File: src/usdp_pkg.sv
// Constants, types and decode helpers of the shadow data port block
package usdp_pkg;
  localparam logic [31:0] DATA_BASE_ADDR = 32'h5000_1130;
  localparam logic [31:0] DATA_REG13_ADDR = 32'h5000_1164;
  localparam int DATA_ALIAS_CNT = 16;
  localparam logic [31:0] DATA_LAST_ADDR = DATA_BASE_ADDR + 32'(4 * (DATA_ALIAS_CNT - 1));
  localparam logic [31:0] CTRL_ADDR = 32'h5000_1200;
  localparam logic [31:0] LINE_STAT_ADDR = 32'h5000_1204;
  localparam int CTRL_FIFO_EN_BIT = 0;
  localparam int CTRL_IR_MODE_BIT = 4;
  localparam int LS_DATA_READY_BIT = 0;
  localparam int LS_OVERRUN_BIT = 1;
  localparam int LS_THR_EMPTY_BIT = 5;
  localparam int LS_TX_IDLE_BIT = 6;
  localparam logic [7:0] DATA_RESET = 8'h00;
  localparam logic CTRL_FIFO_EN_RESET = 1'h0;
  localparam logic CTRL_IR_MODE_RESET = 1'h0;
  localparam logic [2:0] PIN_SYNC_IDLE = 3'h7;
  localparam int CHAR_W = 8;
  localparam int TX_FIFO_DEPTH = 16;
  localparam int RX_FIFO_DEPTH = 16;
  localparam int SKID_DEPTH = 2;
  localparam int CLK_HZ = 125_000_000;
  localparam int BAUD_RATE = 115_200;
  localparam int OVS = 16;
  localparam int TICK_CYCLES = CLK_HZ / (BAUD_RATE * OVS);
  localparam logic [7:0] TICK_LAST = 8'(TICK_CYCLES - 1);
  localparam logic [3:0] OVS_LAST = 4'(OVS - 1);
  localparam logic [3:0] OVS_MID = 4'(OVS / 2 - 1);
  localparam logic [3:0] IR_PULSE_TICKS = 4'h3;
  localparam logic [2:0] LAST_DATA_BIT = 3'h7;
  localparam logic [1:0] RESP_OKAY = 2'h0;
  localparam logic [1:0] RESP_DECERR = 2'h3;

  typedef enum logic [1:0] {
    SER_IDLE = 2'h0,
    SER_START = 2'h1,
    SER_DATA = 2'h3,
    SER_STOP = 2'h2
  } usdp_ser_e;

  function automatic logic usdp_is_data_addr(input logic [31:0] addr);
    return (addr >= DATA_BASE_ADDR) && (addr <= DATA_LAST_ADDR) && (addr[1:0] == 2'h0);
  endfunction
endpackage

File: src/usdp_top.sv
// Shadow receive/transmit data port of a UART with AXI4-Lite registers
//
// The AXI4-Lite slave port was decided locally.
module usdp_top
  import usdp_pkg::*;
(
  input wire logic CLK,
  input wire logic SYS_RST,
  input wire logic [31:0] S_AXI_AWADDR,
  input wire logic S_AXI_AWVALID,
  output logic S_AXI_AWREADY,
  input wire logic [31:0] S_AXI_WDATA,
  input wire logic [3:0] S_AXI_WSTRB,
  input wire logic S_AXI_WVALID,
  output logic S_AXI_WREADY,
  output logic [1:0] S_AXI_BRESP,
  output logic S_AXI_BVALID,
  input wire logic S_AXI_BREADY,
  input wire logic [31:0] S_AXI_ARADDR,
  input wire logic S_AXI_ARVALID,
  output logic S_AXI_ARREADY,
  output logic [31:0] S_AXI_RDATA,
  output logic [1:0] S_AXI_RRESP,
  output logic S_AXI_RVALID,
  input wire logic S_AXI_RREADY,
  input wire logic SIN,
  input wire logic SIR_IN,
  output logic SOUT,
  output logic SIR_OUT_N
);
  typedef struct packed {
    logic aw_got;
    logic [31:0] aw_addr;
    logic w_got;
    logic [7:0] w_data;
    logic w_strb0;
    logic bvalid;
    logic [1:0] bresp;
    logic rvalid;
    logic [1:0] rresp;
    logic [15:0] rdata;
    logic fifo_en;
    logic ir_mode;
    logic [7:0] receive_buffer_reg;
    logic rbr_valid;
    logic overrun;
    logic [7:0] transmit_holding_reg;
    logic thr_valid;
    logic [2:0] sin_sync;
    logic sin_line;
    logic [2:0] sir_sync;
    logic sir_line;
    logic [7:0] tick_cnt;
    logic tick;
    logic [3:0] ir_hold;
    logic ir_active;
    usdp_ser_e rx_state;
    logic [3:0] rx_ovs;
    logic [2:0] rx_bit;
    logic [7:0] rx_shift;
    usdp_ser_e tx_state;
    logic [3:0] tx_ovs;
    logic [2:0] tx_bit;
    logic [7:0] tx_shift;
    logic sout;
    logic sir_out_n;
  } usdp_state_s;

  usdp_state_s st_ff;
  usdp_state_s nxt_st;

  logic rd_go;
  logic wr_go;
  logic rxf_in_valid;
  logic rxf_in_ready;
  logic rxf_out_valid;
  logic rxf_out_ready;
  logic [7:0] rxf_out_data;
  logic txf_in_valid;
  logic txf_in_ready;
  logic txf_out_valid;
  logic txf_out_ready;
  logic [7:0] txf_out_data;
  logic skid_in_valid;
  logic skid_in_ready;
  logic [7:0] skid_in_data;
  logic skid_out_valid;
  logic skid_out_ready;
  logic [7:0] skid_out_data;
  logic fifo_flush;
  logic thr_empty;
  logic tx_idle;

  assign S_AXI_AWREADY = !st_ff.aw_got && !st_ff.bvalid;
  assign S_AXI_WREADY = !st_ff.w_got && !st_ff.bvalid;
  assign S_AXI_ARREADY = !st_ff.rvalid;
  assign S_AXI_BVALID = st_ff.bvalid;
  assign S_AXI_BRESP = st_ff.bresp;
  assign S_AXI_RVALID = st_ff.rvalid;
  assign S_AXI_RRESP = st_ff.rresp;
  assign S_AXI_RDATA = {16'h0000, st_ff.rdata};
  assign SOUT = st_ff.sout;
  assign SIR_OUT_N = st_ff.sir_out_n;

  assign rd_go = S_AXI_ARVALID && !st_ff.rvalid;
  assign wr_go = st_ff.aw_got && st_ff.w_got;
  assign thr_empty = st_ff.fifo_en ? !txf_out_valid : !st_ff.thr_valid;
  assign tx_idle = thr_empty && !skid_out_valid && (st_ff.tx_state == SER_IDLE);

  // Transmit source feeds the two-entry buffer in front of the serializer
  assign skid_in_valid = st_ff.fifo_en ? txf_out_valid : st_ff.thr_valid;
  assign skid_in_data = st_ff.fifo_en ? txf_out_data : st_ff.transmit_holding_reg;
  assign txf_out_ready = st_ff.fifo_en && skid_in_ready;
  assign skid_out_ready = (st_ff.tx_state == SER_IDLE);

  always_comb begin
    logic rx_done;
    logic rx_in;
    logic tx_level;
    logic [7:0] rx_byte;
    rx_done = 1'h0;
    rx_in = 1'h1;
    tx_level = 1'h1;
    rx_byte = 8'h00;
    nxt_st = st_ff;
    rxf_in_valid = 1'h0;
    rxf_out_ready = 1'h0;
    txf_in_valid = 1'h0;
    fifo_flush = 1'h0;

    // Pin synchronisers and bit-rate oversampling tick
    nxt_st.sin_sync = {st_ff.sin_sync[1:0], SIN};
    nxt_st.sir_sync = {st_ff.sir_sync[1:0], SIR_IN};
    if (st_ff.sin_sync[1] == st_ff.sin_sync[2]) begin
      nxt_st.sin_line = st_ff.sin_sync[2];
    end
    if (st_ff.sir_sync[1] == st_ff.sir_sync[2]) begin
      nxt_st.sir_line = st_ff.sir_sync[2];
    end
    nxt_st.tick = (st_ff.tick_cnt == TICK_LAST);
    nxt_st.tick_cnt = nxt_st.tick ? 8'h00 : st_ff.tick_cnt + 8'h01;

    if (st_ff.sir_line) begin
      nxt_st.ir_hold = OVS_LAST;
      nxt_st.ir_active = 1'h1;
    end else if (st_ff.tick) begin
      if (st_ff.ir_hold != 4'h0) begin
        nxt_st.ir_hold = st_ff.ir_hold - 4'h1;
      end else begin
        nxt_st.ir_active = 1'h0;
      end
    end
    rx_in = st_ff.ir_mode ? !st_ff.ir_active : st_ff.sin_line;

    // Receiver
    if (st_ff.tick) begin
      nxt_st.rx_ovs = st_ff.rx_ovs + 4'h1;
      unique case (st_ff.rx_state)
        SER_IDLE: begin
          nxt_st.rx_ovs = 4'h0;
          if (!rx_in) begin
            nxt_st.rx_state = SER_START;
          end
        end
        SER_START: begin
          if (st_ff.rx_ovs == OVS_MID) begin
            nxt_st.rx_ovs = 4'h0;
            nxt_st.rx_bit = 3'h0;
            nxt_st.rx_state = rx_in ? SER_IDLE : SER_DATA;
          end
        end
        SER_DATA: begin
          if (st_ff.rx_ovs == OVS_LAST) begin
            nxt_st.rx_shift = {rx_in, st_ff.rx_shift[7:1]};
            nxt_st.rx_bit = st_ff.rx_bit + 3'h1;
            if (st_ff.rx_bit == LAST_DATA_BIT) begin
              nxt_st.rx_state = SER_STOP;
            end
          end
        end
        SER_STOP: begin
          if (st_ff.rx_ovs == OVS_LAST) begin
            rx_done = 1'h1;
            nxt_st.rx_state = SER_IDLE;
          end
        end
      endcase
    end

    // Transmit holding register drains into the buffer
    if (!st_ff.fifo_en && st_ff.thr_valid && skid_in_ready) begin
      nxt_st.thr_valid = 1'h0;
    end

    if (st_ff.tx_state == SER_IDLE) begin
      if (skid_out_valid) begin
        nxt_st.tx_shift = skid_out_data;
        nxt_st.tx_ovs = 4'h0;
        nxt_st.tx_state = SER_START;
      end
    end else if (st_ff.tick) begin
      nxt_st.tx_ovs = st_ff.tx_ovs + 4'h1;
      if (st_ff.tx_ovs == OVS_LAST) begin
        unique case (st_ff.tx_state)
          SER_START: begin
            nxt_st.tx_bit = 3'h0;
            nxt_st.tx_state = SER_DATA;
          end
          SER_DATA: begin
            nxt_st.tx_shift = {1'h0, st_ff.tx_shift[7:1]};
            nxt_st.tx_bit = st_ff.tx_bit + 3'h1;
            if (st_ff.tx_bit == LAST_DATA_BIT) begin
              nxt_st.tx_state = SER_STOP;
            end
          end
          default: nxt_st.tx_state = SER_IDLE;
        endcase
      end
    end
    unique case (st_ff.tx_state)
      SER_START: tx_level = 1'h0;
      SER_DATA: tx_level = st_ff.tx_shift[0];
      default: tx_level = 1'h1;
    endcase
    // output by mode, IR active low
    nxt_st.sout = st_ff.ir_mode ? 1'h1 : tx_level;
    nxt_st.sir_out_n = !(st_ff.ir_mode && !tx_level && (st_ff.tx_ovs < IR_PULSE_TICKS));

    // Write address and data are taken in either order
    if (S_AXI_AWVALID && S_AXI_AWREADY) begin
      nxt_st.aw_got = 1'h1;
      nxt_st.aw_addr = S_AXI_AWADDR;
    end
    if (S_AXI_WVALID && S_AXI_WREADY) begin
      nxt_st.w_got = 1'h1;
      nxt_st.w_data = S_AXI_WDATA[7:0];
      nxt_st.w_strb0 = S_AXI_WSTRB[0];
    end
    if (st_ff.bvalid && S_AXI_BREADY) begin
      nxt_st.bvalid = 1'h0;
    end
    if (st_ff.rvalid && S_AXI_RREADY) begin
      nxt_st.rvalid = 1'h0;
    end

    // Read side effects
    if (rd_go) begin
      nxt_st.rvalid = 1'h1;
      nxt_st.rresp = RESP_OKAY;
      nxt_st.rdata = 16'h0000;
      if (usdp_is_data_addr(S_AXI_ARADDR)) begin
        if (st_ff.fifo_en) begin
          rx_byte = rxf_out_valid ? rxf_out_data : 8'h00;
          rxf_out_ready = 1'h1;
        end else begin
          rx_byte = st_ff.receive_buffer_reg;
          nxt_st.rbr_valid = 1'h0;
        end
        nxt_st.rdata = {8'h00, rx_byte};
      end else if (S_AXI_ARADDR == CTRL_ADDR) begin
        nxt_st.rdata[CTRL_FIFO_EN_BIT] = st_ff.fifo_en;
        nxt_st.rdata[CTRL_IR_MODE_BIT] = st_ff.ir_mode;
      end else if (S_AXI_ARADDR == LINE_STAT_ADDR) begin
        nxt_st.rdata[LS_DATA_READY_BIT] = st_ff.fifo_en ? rxf_out_valid : st_ff.rbr_valid;
        nxt_st.rdata[LS_OVERRUN_BIT] = st_ff.overrun;
        nxt_st.rdata[LS_THR_EMPTY_BIT] = thr_empty;
        nxt_st.rdata[LS_TX_IDLE_BIT] = tx_idle;
        nxt_st.overrun = 1'h0;
      end else begin
        nxt_st.rresp = RESP_DECERR;
      end
    end

    // Write commit once both halves are held
    if (wr_go) begin
      nxt_st.aw_got = 1'h0;
      nxt_st.w_got = 1'h0;
      nxt_st.bvalid = 1'h1;
      nxt_st.bresp = RESP_OKAY;
      if (usdp_is_data_addr(st_ff.aw_addr)) begin
        if (st_ff.w_strb0) begin
          if (st_ff.fifo_en) begin
            txf_in_valid = 1'h1;
          end else begin
            nxt_st.transmit_holding_reg = st_ff.w_data;
            nxt_st.thr_valid = 1'h1;
          end
        end
      end else if (st_ff.aw_addr == CTRL_ADDR) begin
        if (st_ff.w_strb0) begin
          nxt_st.fifo_en = st_ff.w_data[CTRL_FIFO_EN_BIT];
          nxt_st.ir_mode = st_ff.w_data[CTRL_IR_MODE_BIT];
          if (st_ff.w_data[CTRL_FIFO_EN_BIT] != st_ff.fifo_en) begin
            fifo_flush = 1'h1;
            nxt_st.rbr_valid = 1'h0;
            nxt_st.thr_valid = 1'h0;
          end
        end
      end else if (st_ff.aw_addr != LINE_STAT_ADDR) begin
        nxt_st.bresp = RESP_DECERR;
      end
    end

    // Character arrival; a new overrun wins over a clear by read
    if (rx_done && !fifo_flush) begin
      if (st_ff.fifo_en) begin
        rxf_in_valid = 1'h1;
        if (!rxf_in_ready) begin
          nxt_st.overrun = 1'h1;
        end
      end else begin
        if (st_ff.rbr_valid && !(rd_go && usdp_is_data_addr(S_AXI_ARADDR))) begin
          nxt_st.overrun = 1'h1;
        end
        nxt_st.receive_buffer_reg = st_ff.rx_shift;
        nxt_st.rbr_valid = 1'h1;
      end
    end
  end

  always_ff @(posedge CLK) begin
    if (SYS_RST) begin
      st_ff <= '0;
      st_ff.receive_buffer_reg <= DATA_RESET;
      st_ff.transmit_holding_reg <= DATA_RESET;
      st_ff.fifo_en <= CTRL_FIFO_EN_RESET;
      st_ff.ir_mode <= CTRL_IR_MODE_RESET;
      st_ff.sin_sync <= PIN_SYNC_IDLE;
      st_ff.sin_line <= 1'h1;
      st_ff.sout <= 1'h1;
      st_ff.sir_out_n <= 1'h1;
    end else begin
      st_ff <= nxt_st;
    end
  end

  usdp_fifo #(.WIDTH(CHAR_W), .DEPTH(RX_FIFO_DEPTH)) u_rx_fifo (
    .CLK(CLK),
    .SYS_RST(SYS_RST),
    .flush(fifo_flush),
    .in_valid(rxf_in_valid),
    .in_ready(rxf_in_ready),
    .in_data(st_ff.rx_shift),
    .out_valid(rxf_out_valid),
    .out_ready(rxf_out_ready),
    .out_data(rxf_out_data)
  );

  usdp_fifo #(.WIDTH(CHAR_W), .DEPTH(TX_FIFO_DEPTH)) u_tx_fifo (
    .CLK(CLK),
    .SYS_RST(SYS_RST),
    .flush(fifo_flush),
    .in_valid(txf_in_valid),
    .in_ready(txf_in_ready),
    .in_data(st_ff.w_data),
    .out_valid(txf_out_valid),
    .out_ready(txf_out_ready),
    .out_data(txf_out_data)
  );

  usdp_fifo #(.WIDTH(CHAR_W), .DEPTH(SKID_DEPTH)) u_tx_skid (
    .CLK(CLK),
    .SYS_RST(SYS_RST),
    .flush(1'h0),
    .in_valid(skid_in_valid),
    .in_ready(skid_in_ready),
    .in_data(skid_in_data),
    .out_valid(skid_out_valid),
    .out_ready(skid_out_ready),
    .out_data(skid_out_data)
  );
endmodule

File: src/usdp_fifo.sv
// Flip-flop FIFO with valid and ready on both sides
module usdp_fifo
  import usdp_pkg::*;
#(
  parameter int WIDTH = 8,
  parameter int DEPTH = 16
) (
  input wire logic CLK,
  input wire logic SYS_RST,
  input wire logic flush,
  input wire logic in_valid,
  output logic in_ready,
  input wire logic [WIDTH-1:0] in_data,
  output logic out_valid,
  input wire logic out_ready,
  output logic [WIDTH-1:0] out_data
);
  localparam int PW = (DEPTH > 1) ? $clog2(DEPTH) : 1;

  typedef struct packed {
    logic [DEPTH-1:0][WIDTH-1:0] mem;
    logic [PW-1:0] rd_ptr;
    logic [PW-1:0] wr_ptr;
    logic [PW:0] count;
  } usdp_fifo_s;

  usdp_fifo_s st_ff;
  usdp_fifo_s nxt_st;
  logic push;
  logic pop;

  assign in_ready = (st_ff.count != (PW + 1)'(DEPTH));
  assign out_valid = (st_ff.count != '0);
  assign out_data = st_ff.mem[st_ff.rd_ptr];
  assign push = in_valid && in_ready;
  assign pop = out_valid && out_ready;

  always_comb begin
    nxt_st = st_ff;
    if (push) begin
      nxt_st.mem[st_ff.wr_ptr] = in_data;
      nxt_st.wr_ptr = st_ff.wr_ptr + 1'h1;
    end
    if (pop) begin
      nxt_st.rd_ptr = st_ff.rd_ptr + 1'h1;
    end
    unique case ({push, pop})
      2'h2: nxt_st.count = st_ff.count + 1'h1;
      2'h1: nxt_st.count = st_ff.count - 1'h1;
      default: ;
    endcase
    if (flush) begin
      nxt_st.rd_ptr = '0;
      nxt_st.wr_ptr = '0;
      nxt_st.count = '0;
    end
  end

  always_ff @(posedge CLK) begin
    if (SYS_RST) begin
      st_ff <= '0;
    end else begin
      st_ff <= nxt_st;
    end
  end
endmodule

File: config.mk
export PLATFORM = sky130hd
export DESIGN_NAME = usdp_top
export DESIGN_NICKNAME = d
export VERILOG_FILES = /design/src/usdp_pkg.sv /design/src/usdp_top.sv /design/src/usdp_fifo.sv
export SDC_FILE = /design/constraint.sdc
export NUM_CORES = 1
export LEC_CHECK = 0
export BUFFER_PORTS_ARGS = -buffer_cell sky130_fd_sc_hd__buf_2
export CORE_MARGIN = 1
export CORE_UTILIZATION = 30
export DETAILED_ROUTE_END_ITERATION = 8
export PLACE_DENSITY = 0.5
export SYNTH_ARGS = -nofsm -noshare
export SYNTH_HDL_FRONTEND = slang
export SYNTH_SLANG_ARGS = --single-unit
File: constraint.sdc
create_clock -name CLK -period 5.36 [get_ports CLK]
set_clock_uncertainty 0.2 [all_clocks]
set_input_delay 1.072 -clock CLK [delete_from_list [all_inputs] [get_ports CLK]]
set_output_delay 1.072 -clock CLK [all_outputs]
set_load 0.01 [all_outputs]
# Yosys cells after proc, flatten, opt, wreduce, memory -nomap -nowiden
# Index checks and enable logic that the tools add are counted.
# word_totals
regBits,446
in_bits,109
output_inout_bits,43
elab_cells,338
# classes
n_addsub,18
n_lt_le_gt_ge,14
eq_ne,35
mux,110
bitwise_logic,3
n_reduce_logical,80
# op_table
cell,n
128-bit bitwise mux,2
8-bit 2-to-1 mux,13
32-bit by 31-bit == test with 1-bit output (second input constant),3
8-bit binary-select mux with 4-bit select,2
8-bit demux with 4-bit select,2
32-bit by 31-bit >= comparator with 1-bit output (second input constant),2
32-bit by 31-bit <= comparator with 1-bit output (second input constant),2
1-bit 2-to-1 mux,48
2-bit 2-to-1 mux,20
32-bit by 31-bit inequality test with 1-bit output (second input constant),1
1-bit logical AND,31
2-bit nonzero test,13
4-bit by 1-bit adder with 4-bit output (second input constant),6
4-bit AND reduction,6
11-bit 2-to-1 mux,2
4-bit by 5-bit less-than comparator with 1-bit output (second input constant),4
5-bit case mux with 2 select lines,2
19-bit 2-to-1 mux,1
17-bit 2-to-1 mux,1
16-bit bitwise mux,1
2-bit inequality test (second input constant),8
1-bit zero test,13
2-bit == test (second input constant),6
6-bit 2-to-1 mux,2
other kinds (39),69

# Longest topological paths before layout
# depth
word_depth,12
depth_mapped,15
depth_no_buf,14

# By module
# From an unflattened synthesis, not the netlist that was laid out.
# hier_totals
hier_cells,2032
area_unflattened_um2,20392.1
# modules_own_cells
mod,n_inst,cells_each,area_each_um2,seq_area_each_um2
usdp_fifo (u_rx_fifo ...),2,594,6623.9,2822.7
usdp_top,1,741,6155.9,2682.6
usdp_fifo (u_tx_skid),1,103,988.4,400.4

# Least setup slack after synthesis
# No wires, ideal clock.
# synth_path
kind,input port to flip-flop
start,input S_AXI_ARADDR[31]
end,register u_rx_fifo.st_ff[4] (netlist name)
setup_time_ns,0.117
arrival_time_ns,3.791
required_time_ns,5.043
setup_slack_ns,1.252
path_stages,14
n_path_buf,1
path_cell_list,nor4_1 nand3_1 or2_2 clkbuf_1 nor4_4 ha_1 inv_1 fa_1 nor2b_1 o21ai_0 and3_1 nor3_1 xnor2_1 nor2_1
# synth_between
elab_chain_len,8
elab_cells_between_ends,11
cone_classes,2 x order compare; 2 x eq/ne; 3 x mux; 4 x reduce/logical
# synth_rtl
item,line_no,text
start: declaration,usdp_top.sv:19,"input wire logic [31:0] S_AXI_ARADDR,"
32-bit by 31-bit >= comparator with 1-bit output / 32-bit by 31-bit <= comparator with 1-bit output (equally long branches),usdp_pkg.sv:43,return (addr >= DATA_BASE_ADDR) && (addr <= DATA_LAST_ADDR) && (addr[1:0] == 2'h0);
1-bit logical AND (*) (2 in series),usdp_pkg.sv:43,
1-bit 2-to-1 mux (*),usdp_top.sv:251,if (usdp_is_data_addr(S_AXI_ARADDR)) begin
1-bit 2-to-1 mux (*),usdp_top.sv:247,if (rd_go) begin
1-bit logical AND (*),usdp_fifo.sv:36,assign pop = out_valid && out_ready;
net u_rx_fifo.pop,usdp_fifo.sv:30,logic pop;
2-bit by 1-bit == test with 1-bit output / 2-bit == test (equally long branches),usdp_fifo.sv:47,"unique case ({push, pop})"
5-bit case mux with 2 select lines / 2-bit nonzero test (equally long branches),--,
end signal: assignment,usdp_fifo.sv:63,st_ff <= nxt_st;
end: declaration,usdp_fifo.sv:27,usdp_fifo_s st_ff;
# Mark *: on every way through the listed nets, which the timed path passes. The rest lies on a longest branch.
# A chain may end at the register's enable or synchronous reset.

# Worst setup path after layout
# layout_path
start,register st_ff[116] (netlist name)
end,register u_rx_fifo.st_ff[4] (netlist name)
# layout_between
elab_chain_len,11
elab_cells_between_ends,17
cone_classes,2 x order compare; 3 x eq/ne; 5 x mux; 7 x reduce/logical
# layout_rtl
item,line_no,text
start: declaration,usdp_top.sv:69,usdp_state_s st_ff;
start signal: assignment,usdp_top.sv:333,st_ff <= nxt_st;
32-bit by 31-bit >= comparator with 1-bit output / 32-bit by 31-bit <= comparator with 1-bit output (equally long branches),usdp_pkg.sv:43,
1-bit logical AND (2 in series),usdp_pkg.sv:43,
1-bit 2-to-1 mux (*),usdp_top.sv:280,if (usdp_is_data_addr(st_ff.aw_addr)) begin
1-bit 2-to-1 mux (*),usdp_top.sv:275,if (wr_go) begin
1-bit zero test,usdp_top.sv:305,if (rx_done && !fifo_flush) begin
1-bit logical AND,usdp_top.sv:305,
1-bit 2-to-1 mux,usdp_top.sv:305,
1-bit logical AND,usdp_fifo.sv:35,assign push = in_valid && in_ready;
2-bit by 1-bit == test with 1-bit output / 2-bit == test (equally long branches),usdp_fifo.sv:47,
5-bit case mux with 2 select lines / 2-bit nonzero test (equally long branches),--,
# Every way passes the cells marked *; elsewhere a longest branch is shown, timed or not.

==> metrics.csv <==
stage,metric,value,unit
grt,global-route usage over all layers,14.8,%
logic_synthesis,Cell variety after synth,75,
grt,vias in the first global route,14006,
critical_path,crit-path max FO,18,
clocking,post-CTS setup buffer count,0,
logic_synthesis,Synth Area in Adders,2.20,%
grt,first-pass GRT wire length,79.2,mm
logic_synthesis,main combinational cell family by area after synthesis,multiplexers,
layout,most frequent cells in the layout,"dfxtp_1 (433), nor2_1 (364), mux2i_1 (282)",
floorplanning,# rows,94,
clocking,CTS Buffer Depth,3,
sta,Final TNS setup,0,ps
critical_path,FF-to-FF path depth,15,
worst_hold_path,Hold Crit Depth,2,
clocking,# clock sinks,436,
sta,Final Slew Violations,0,
floorplanning,DIE HEIGHT,260,um
grt,GR Layer Usage met1,19.7,%
clocking,"Reg clk slew, reported paths",60,ps
critical_path,critical path class,flip-flop to flip-flop,
worst_hold_path,HP Class,flip-flop to flip-flop,
layout,final core utilization,34.2,%
grt,GR Util met2,25.1,%
logic_synthesis,top_reg_cell synth,dfxtp_1,
placement,Port Buffers,100,
grt,grt peak-use layer,met2,
drt,DRC marker count from the first detailed-route iteration,780,
drt,via count,14316,
clocking,hold-fix buffers at CTS,0,
layout,diodes inserted,0,
logic_synthesis,Synth Warn #,0,
layout,Filler cells,6674,
flow_run,max-cap viol count,0,
logic_synthesis,"Seq/Total Area, Yosys",43.6,%
logic_synthesis,Post-Syn Area,20000,um2
grt,largest net degree at the start of global routing,131,
clocking,CTS resizes,0,
clocking,TritonCTS Buffers,49,
layout,final net count,2175,
floorplanning,num ports,152,
logic_synthesis,Post-Synthesis Cells,2019,
sta,RSZ-0062 raised after global routing,false,
logic_synthesis,Post-synth EDFFs,0,
drt,vias per cell,4.88,
logic_synthesis,Seq cells post-synth,436,
sta,final setup violation count,0,
critical_path,CP arrival,4090,ps
floorplanning,Initial Util,30.4,%
layout,share of layout cells above drive strength 1,16.2,%
drt,DRC,0,
logic_synthesis,Simple-Gate Fraction of Synth Area,17.2,%
drt,Final ANT Viol Nets,0,
sta,minimum clock period,3800,ps
clocking,root buffer cell,clkbuf_16,
drt,post-DR wirelength/cell,17.1,um
logic_synthesis,complex-gate fraction of the synthesized area,6.85,%
grt,initial antenna violation count,1,
sta,Slew @ Worst Pin,1270,ps
pwr,Lkg Pwr,9.54,nW
drt,drt total wl,50.0,mm
floorplanning,total core area,65900,um2
logic_synthesis,"Avg Cell Area, Syn",9.90,um2
clocking,CTS tree,yes,
layout,area of the multi-input gates,10300,um2
sta,worst relative slew slack,14.6,%
layout,"most common cell after layout, fill and taps aside",dfxtp_1,
clocking,Clock Latency Late Sink,600,ps
logic_synthesis,post-synthesis xor/xnor area fraction,1.36,%
status,status,"complete, no violations",
logic_synthesis,Synth async-reset ratio,0,%
drt,drt pass-1 iters,5,
grt,met3 usage,2.13,%
layout,Area Overhead vs Synth,12.6,%
critical_path,worst path required time,5640,ps
clocking,# H-tree levels,2,
layout,Reg area,8730,um2
sta,Final Hold Vio Count,0,
logic_synthesis,post-synthesis mux area share,23.1,%
placement,hpwl dp,33.8,mm
sta,Final Cycle Share,71.0,%
grt,grt total ovfl,0,
critical_path,crit end category,flip-flop,
sta,achievable frequency,263,MHz
floorplanning,die width,260,um
critical_path,crit path launch type,flip-flop,
placement,routability congestion estimate,0.805,
pwr,VDD IR max,0.000269,V
floorplanning,Die Area,67700,um2
pwr,PwrDens,319,nW/um2
[per-layer routing]
layer  vias up  share of wire (%)
met2       252                 48
li1       7005                  -
met3        60                3.6
met1      6999                 47
met5         -                  0
met4         0                1.8
[worst paths after layout]
kind	from	endpoint	slack [ps]
worst max-delay path	st_ff[116]$_SDFFE_PP0P_	u_rx_fifo.st_ff[4]$_SDFFE_PP0P_	1560
worst min-delay path	u_tx_skid.st_ff[9]$_SDFFE_PP0P_	u_tx_skid.st_ff[9]$_SDFFE_PP0P_	230
worst max register to register	st_ff[116]$_SDFFE_PP0P_	u_rx_fifo.st_ff[4]$_SDFFE_PP0P_	1560
worst min register to register	u_tx_skid.st_ff[9]$_SDFFE_PP0P_	u_tx_skid.st_ff[9]$_SDFFE_PP0P_	230
[Yosys cell counts (3+ instances only)]
library cell	count	share of area, %
nor2_1	364	6.8
or2_2	6	0.19
nor2b_1	16	0.50
nand3_2	8	0.40
a21oi_1	102	2.6
nand2b_1	13	0.41
a22oi_1	25	0.94
and2_1	4	0.13
xor2_1	14	0.61
nand3_4	9	0.79
nand2_1	169	3.2
o21ai_0	17	0.43
dfxtp_1	436	44
nor4bb_1	5	0.25
mux4_2	76	8.6
nand4_1	7	0.22
inv_1	33	0.62
nor3_1	37	0.93
a211o_1	4	0.18
a31oi_1	5	0.16
a21oi_2	3	0.13
a21o_1	9	0.34
nor4b_1	4	0.18
a2111oi_4	4	0.55
and3_1	9	0.28
nor4_1	18	0.56
ha_1	32	2.0
mux2i_1	282	14
buf_2	17	0.43
buf_1	16	0.30
clkbuf_8	9	0.62
a221oi_1	9	0.39
or3_1	4	0.13
xnor2_1	17	0.74
buf_4	48	1.8
clkbuf_1	85	1.6
a211oi_1	7	0.26
mux2_2	8	0.45
nand3b_1	5	0.19
nand3_1	38	0.95
[state kept, by name, indices dropped and copies added (netlist names)]
signal and flops:
u_tx_fifo.st_ff 141, u_rx_fifo.st_ff 141, SOUT 1, S_AXI_RDATA 8, S_AXI_BRESP 1, u_tx_skid.st_ff 20, SIR_OUT_N 1, S_AXI_RRESP 1
nxt_st 4, st_ff 116, S_AXI_BVALID 1, S_AXI_RVALID 1
[cell type report]
cell class	count	share of cell area, %
Clock inverter	20	1.16
Sequential cell	436	38.8
Tap cell	864	4.80
Inverter	34	0.567
Clock buffer	68	6.34
Timing Repair Buffer	117	2.83
Multi-Input combinational cell	1394	45.5
[logic make-up (layout without fill, tap and decap cells)]
| logic type | count (synthesis) | in the layout |
|---|---|---|
| simple gates | 735 | 735 |
| buf+inv | 212 | 239 |
| compound gates | 204 | 204 |
| fa+ha+maj | 34 | 34 |
| flops | 436 | 436 |
| mux | 366 | 366 |
| xor+xnor | 31 | 31 |
| other cells | 1 | 24 |
[worst max-delay path: stages, from the launching register on]
cell     delay [ps]
dfxtp_1         340
or4b_4          560
nor4_4          270
nor2b_2         200
buf_4           300
nand2_1         120
nand2_1         100
ha_1            220
inv_1           100
fa_1            410
nor2b_1         170
o21ai_0         130
and3_1          200
nor3_1          170
xnor2_1         140
nor2_1           50
[power by group]
| group | total (W) | switching [W] | internal (W) | leakage, nW |
|---|---|---|---|---|
| combinational | 0.000339 | 0.000215 | 0.000124 | 5.19 |
| sequential | 0.00336 | 0.0000648 | 0.00330 | 3.52 |
| clock | 0.00347 | 0.00141 | 0.00207 | 0.832 |
[metrics by stage]
step / setup WS (ps) / area, um2 / total power (W) / std cells / hold slack, ps
floorplan: 1250 / 20100 / 0.00368 / 2042 / 189
global placement: 1030 / 20800 / 0.00376 / 2845 / 224
detailed placement: 998 / 20800 / 0.00377 / 2845 / 226
CTS: 1540 / 22500 / 0.00728 / 2933 / 234
global route: 1220 / 22500 / 0.00746 / 2933 / 268
finish: 1560 / 22500 / 0.00717 / 2933 / 232
Note: power is estimated with default switching activity, not from simulation.
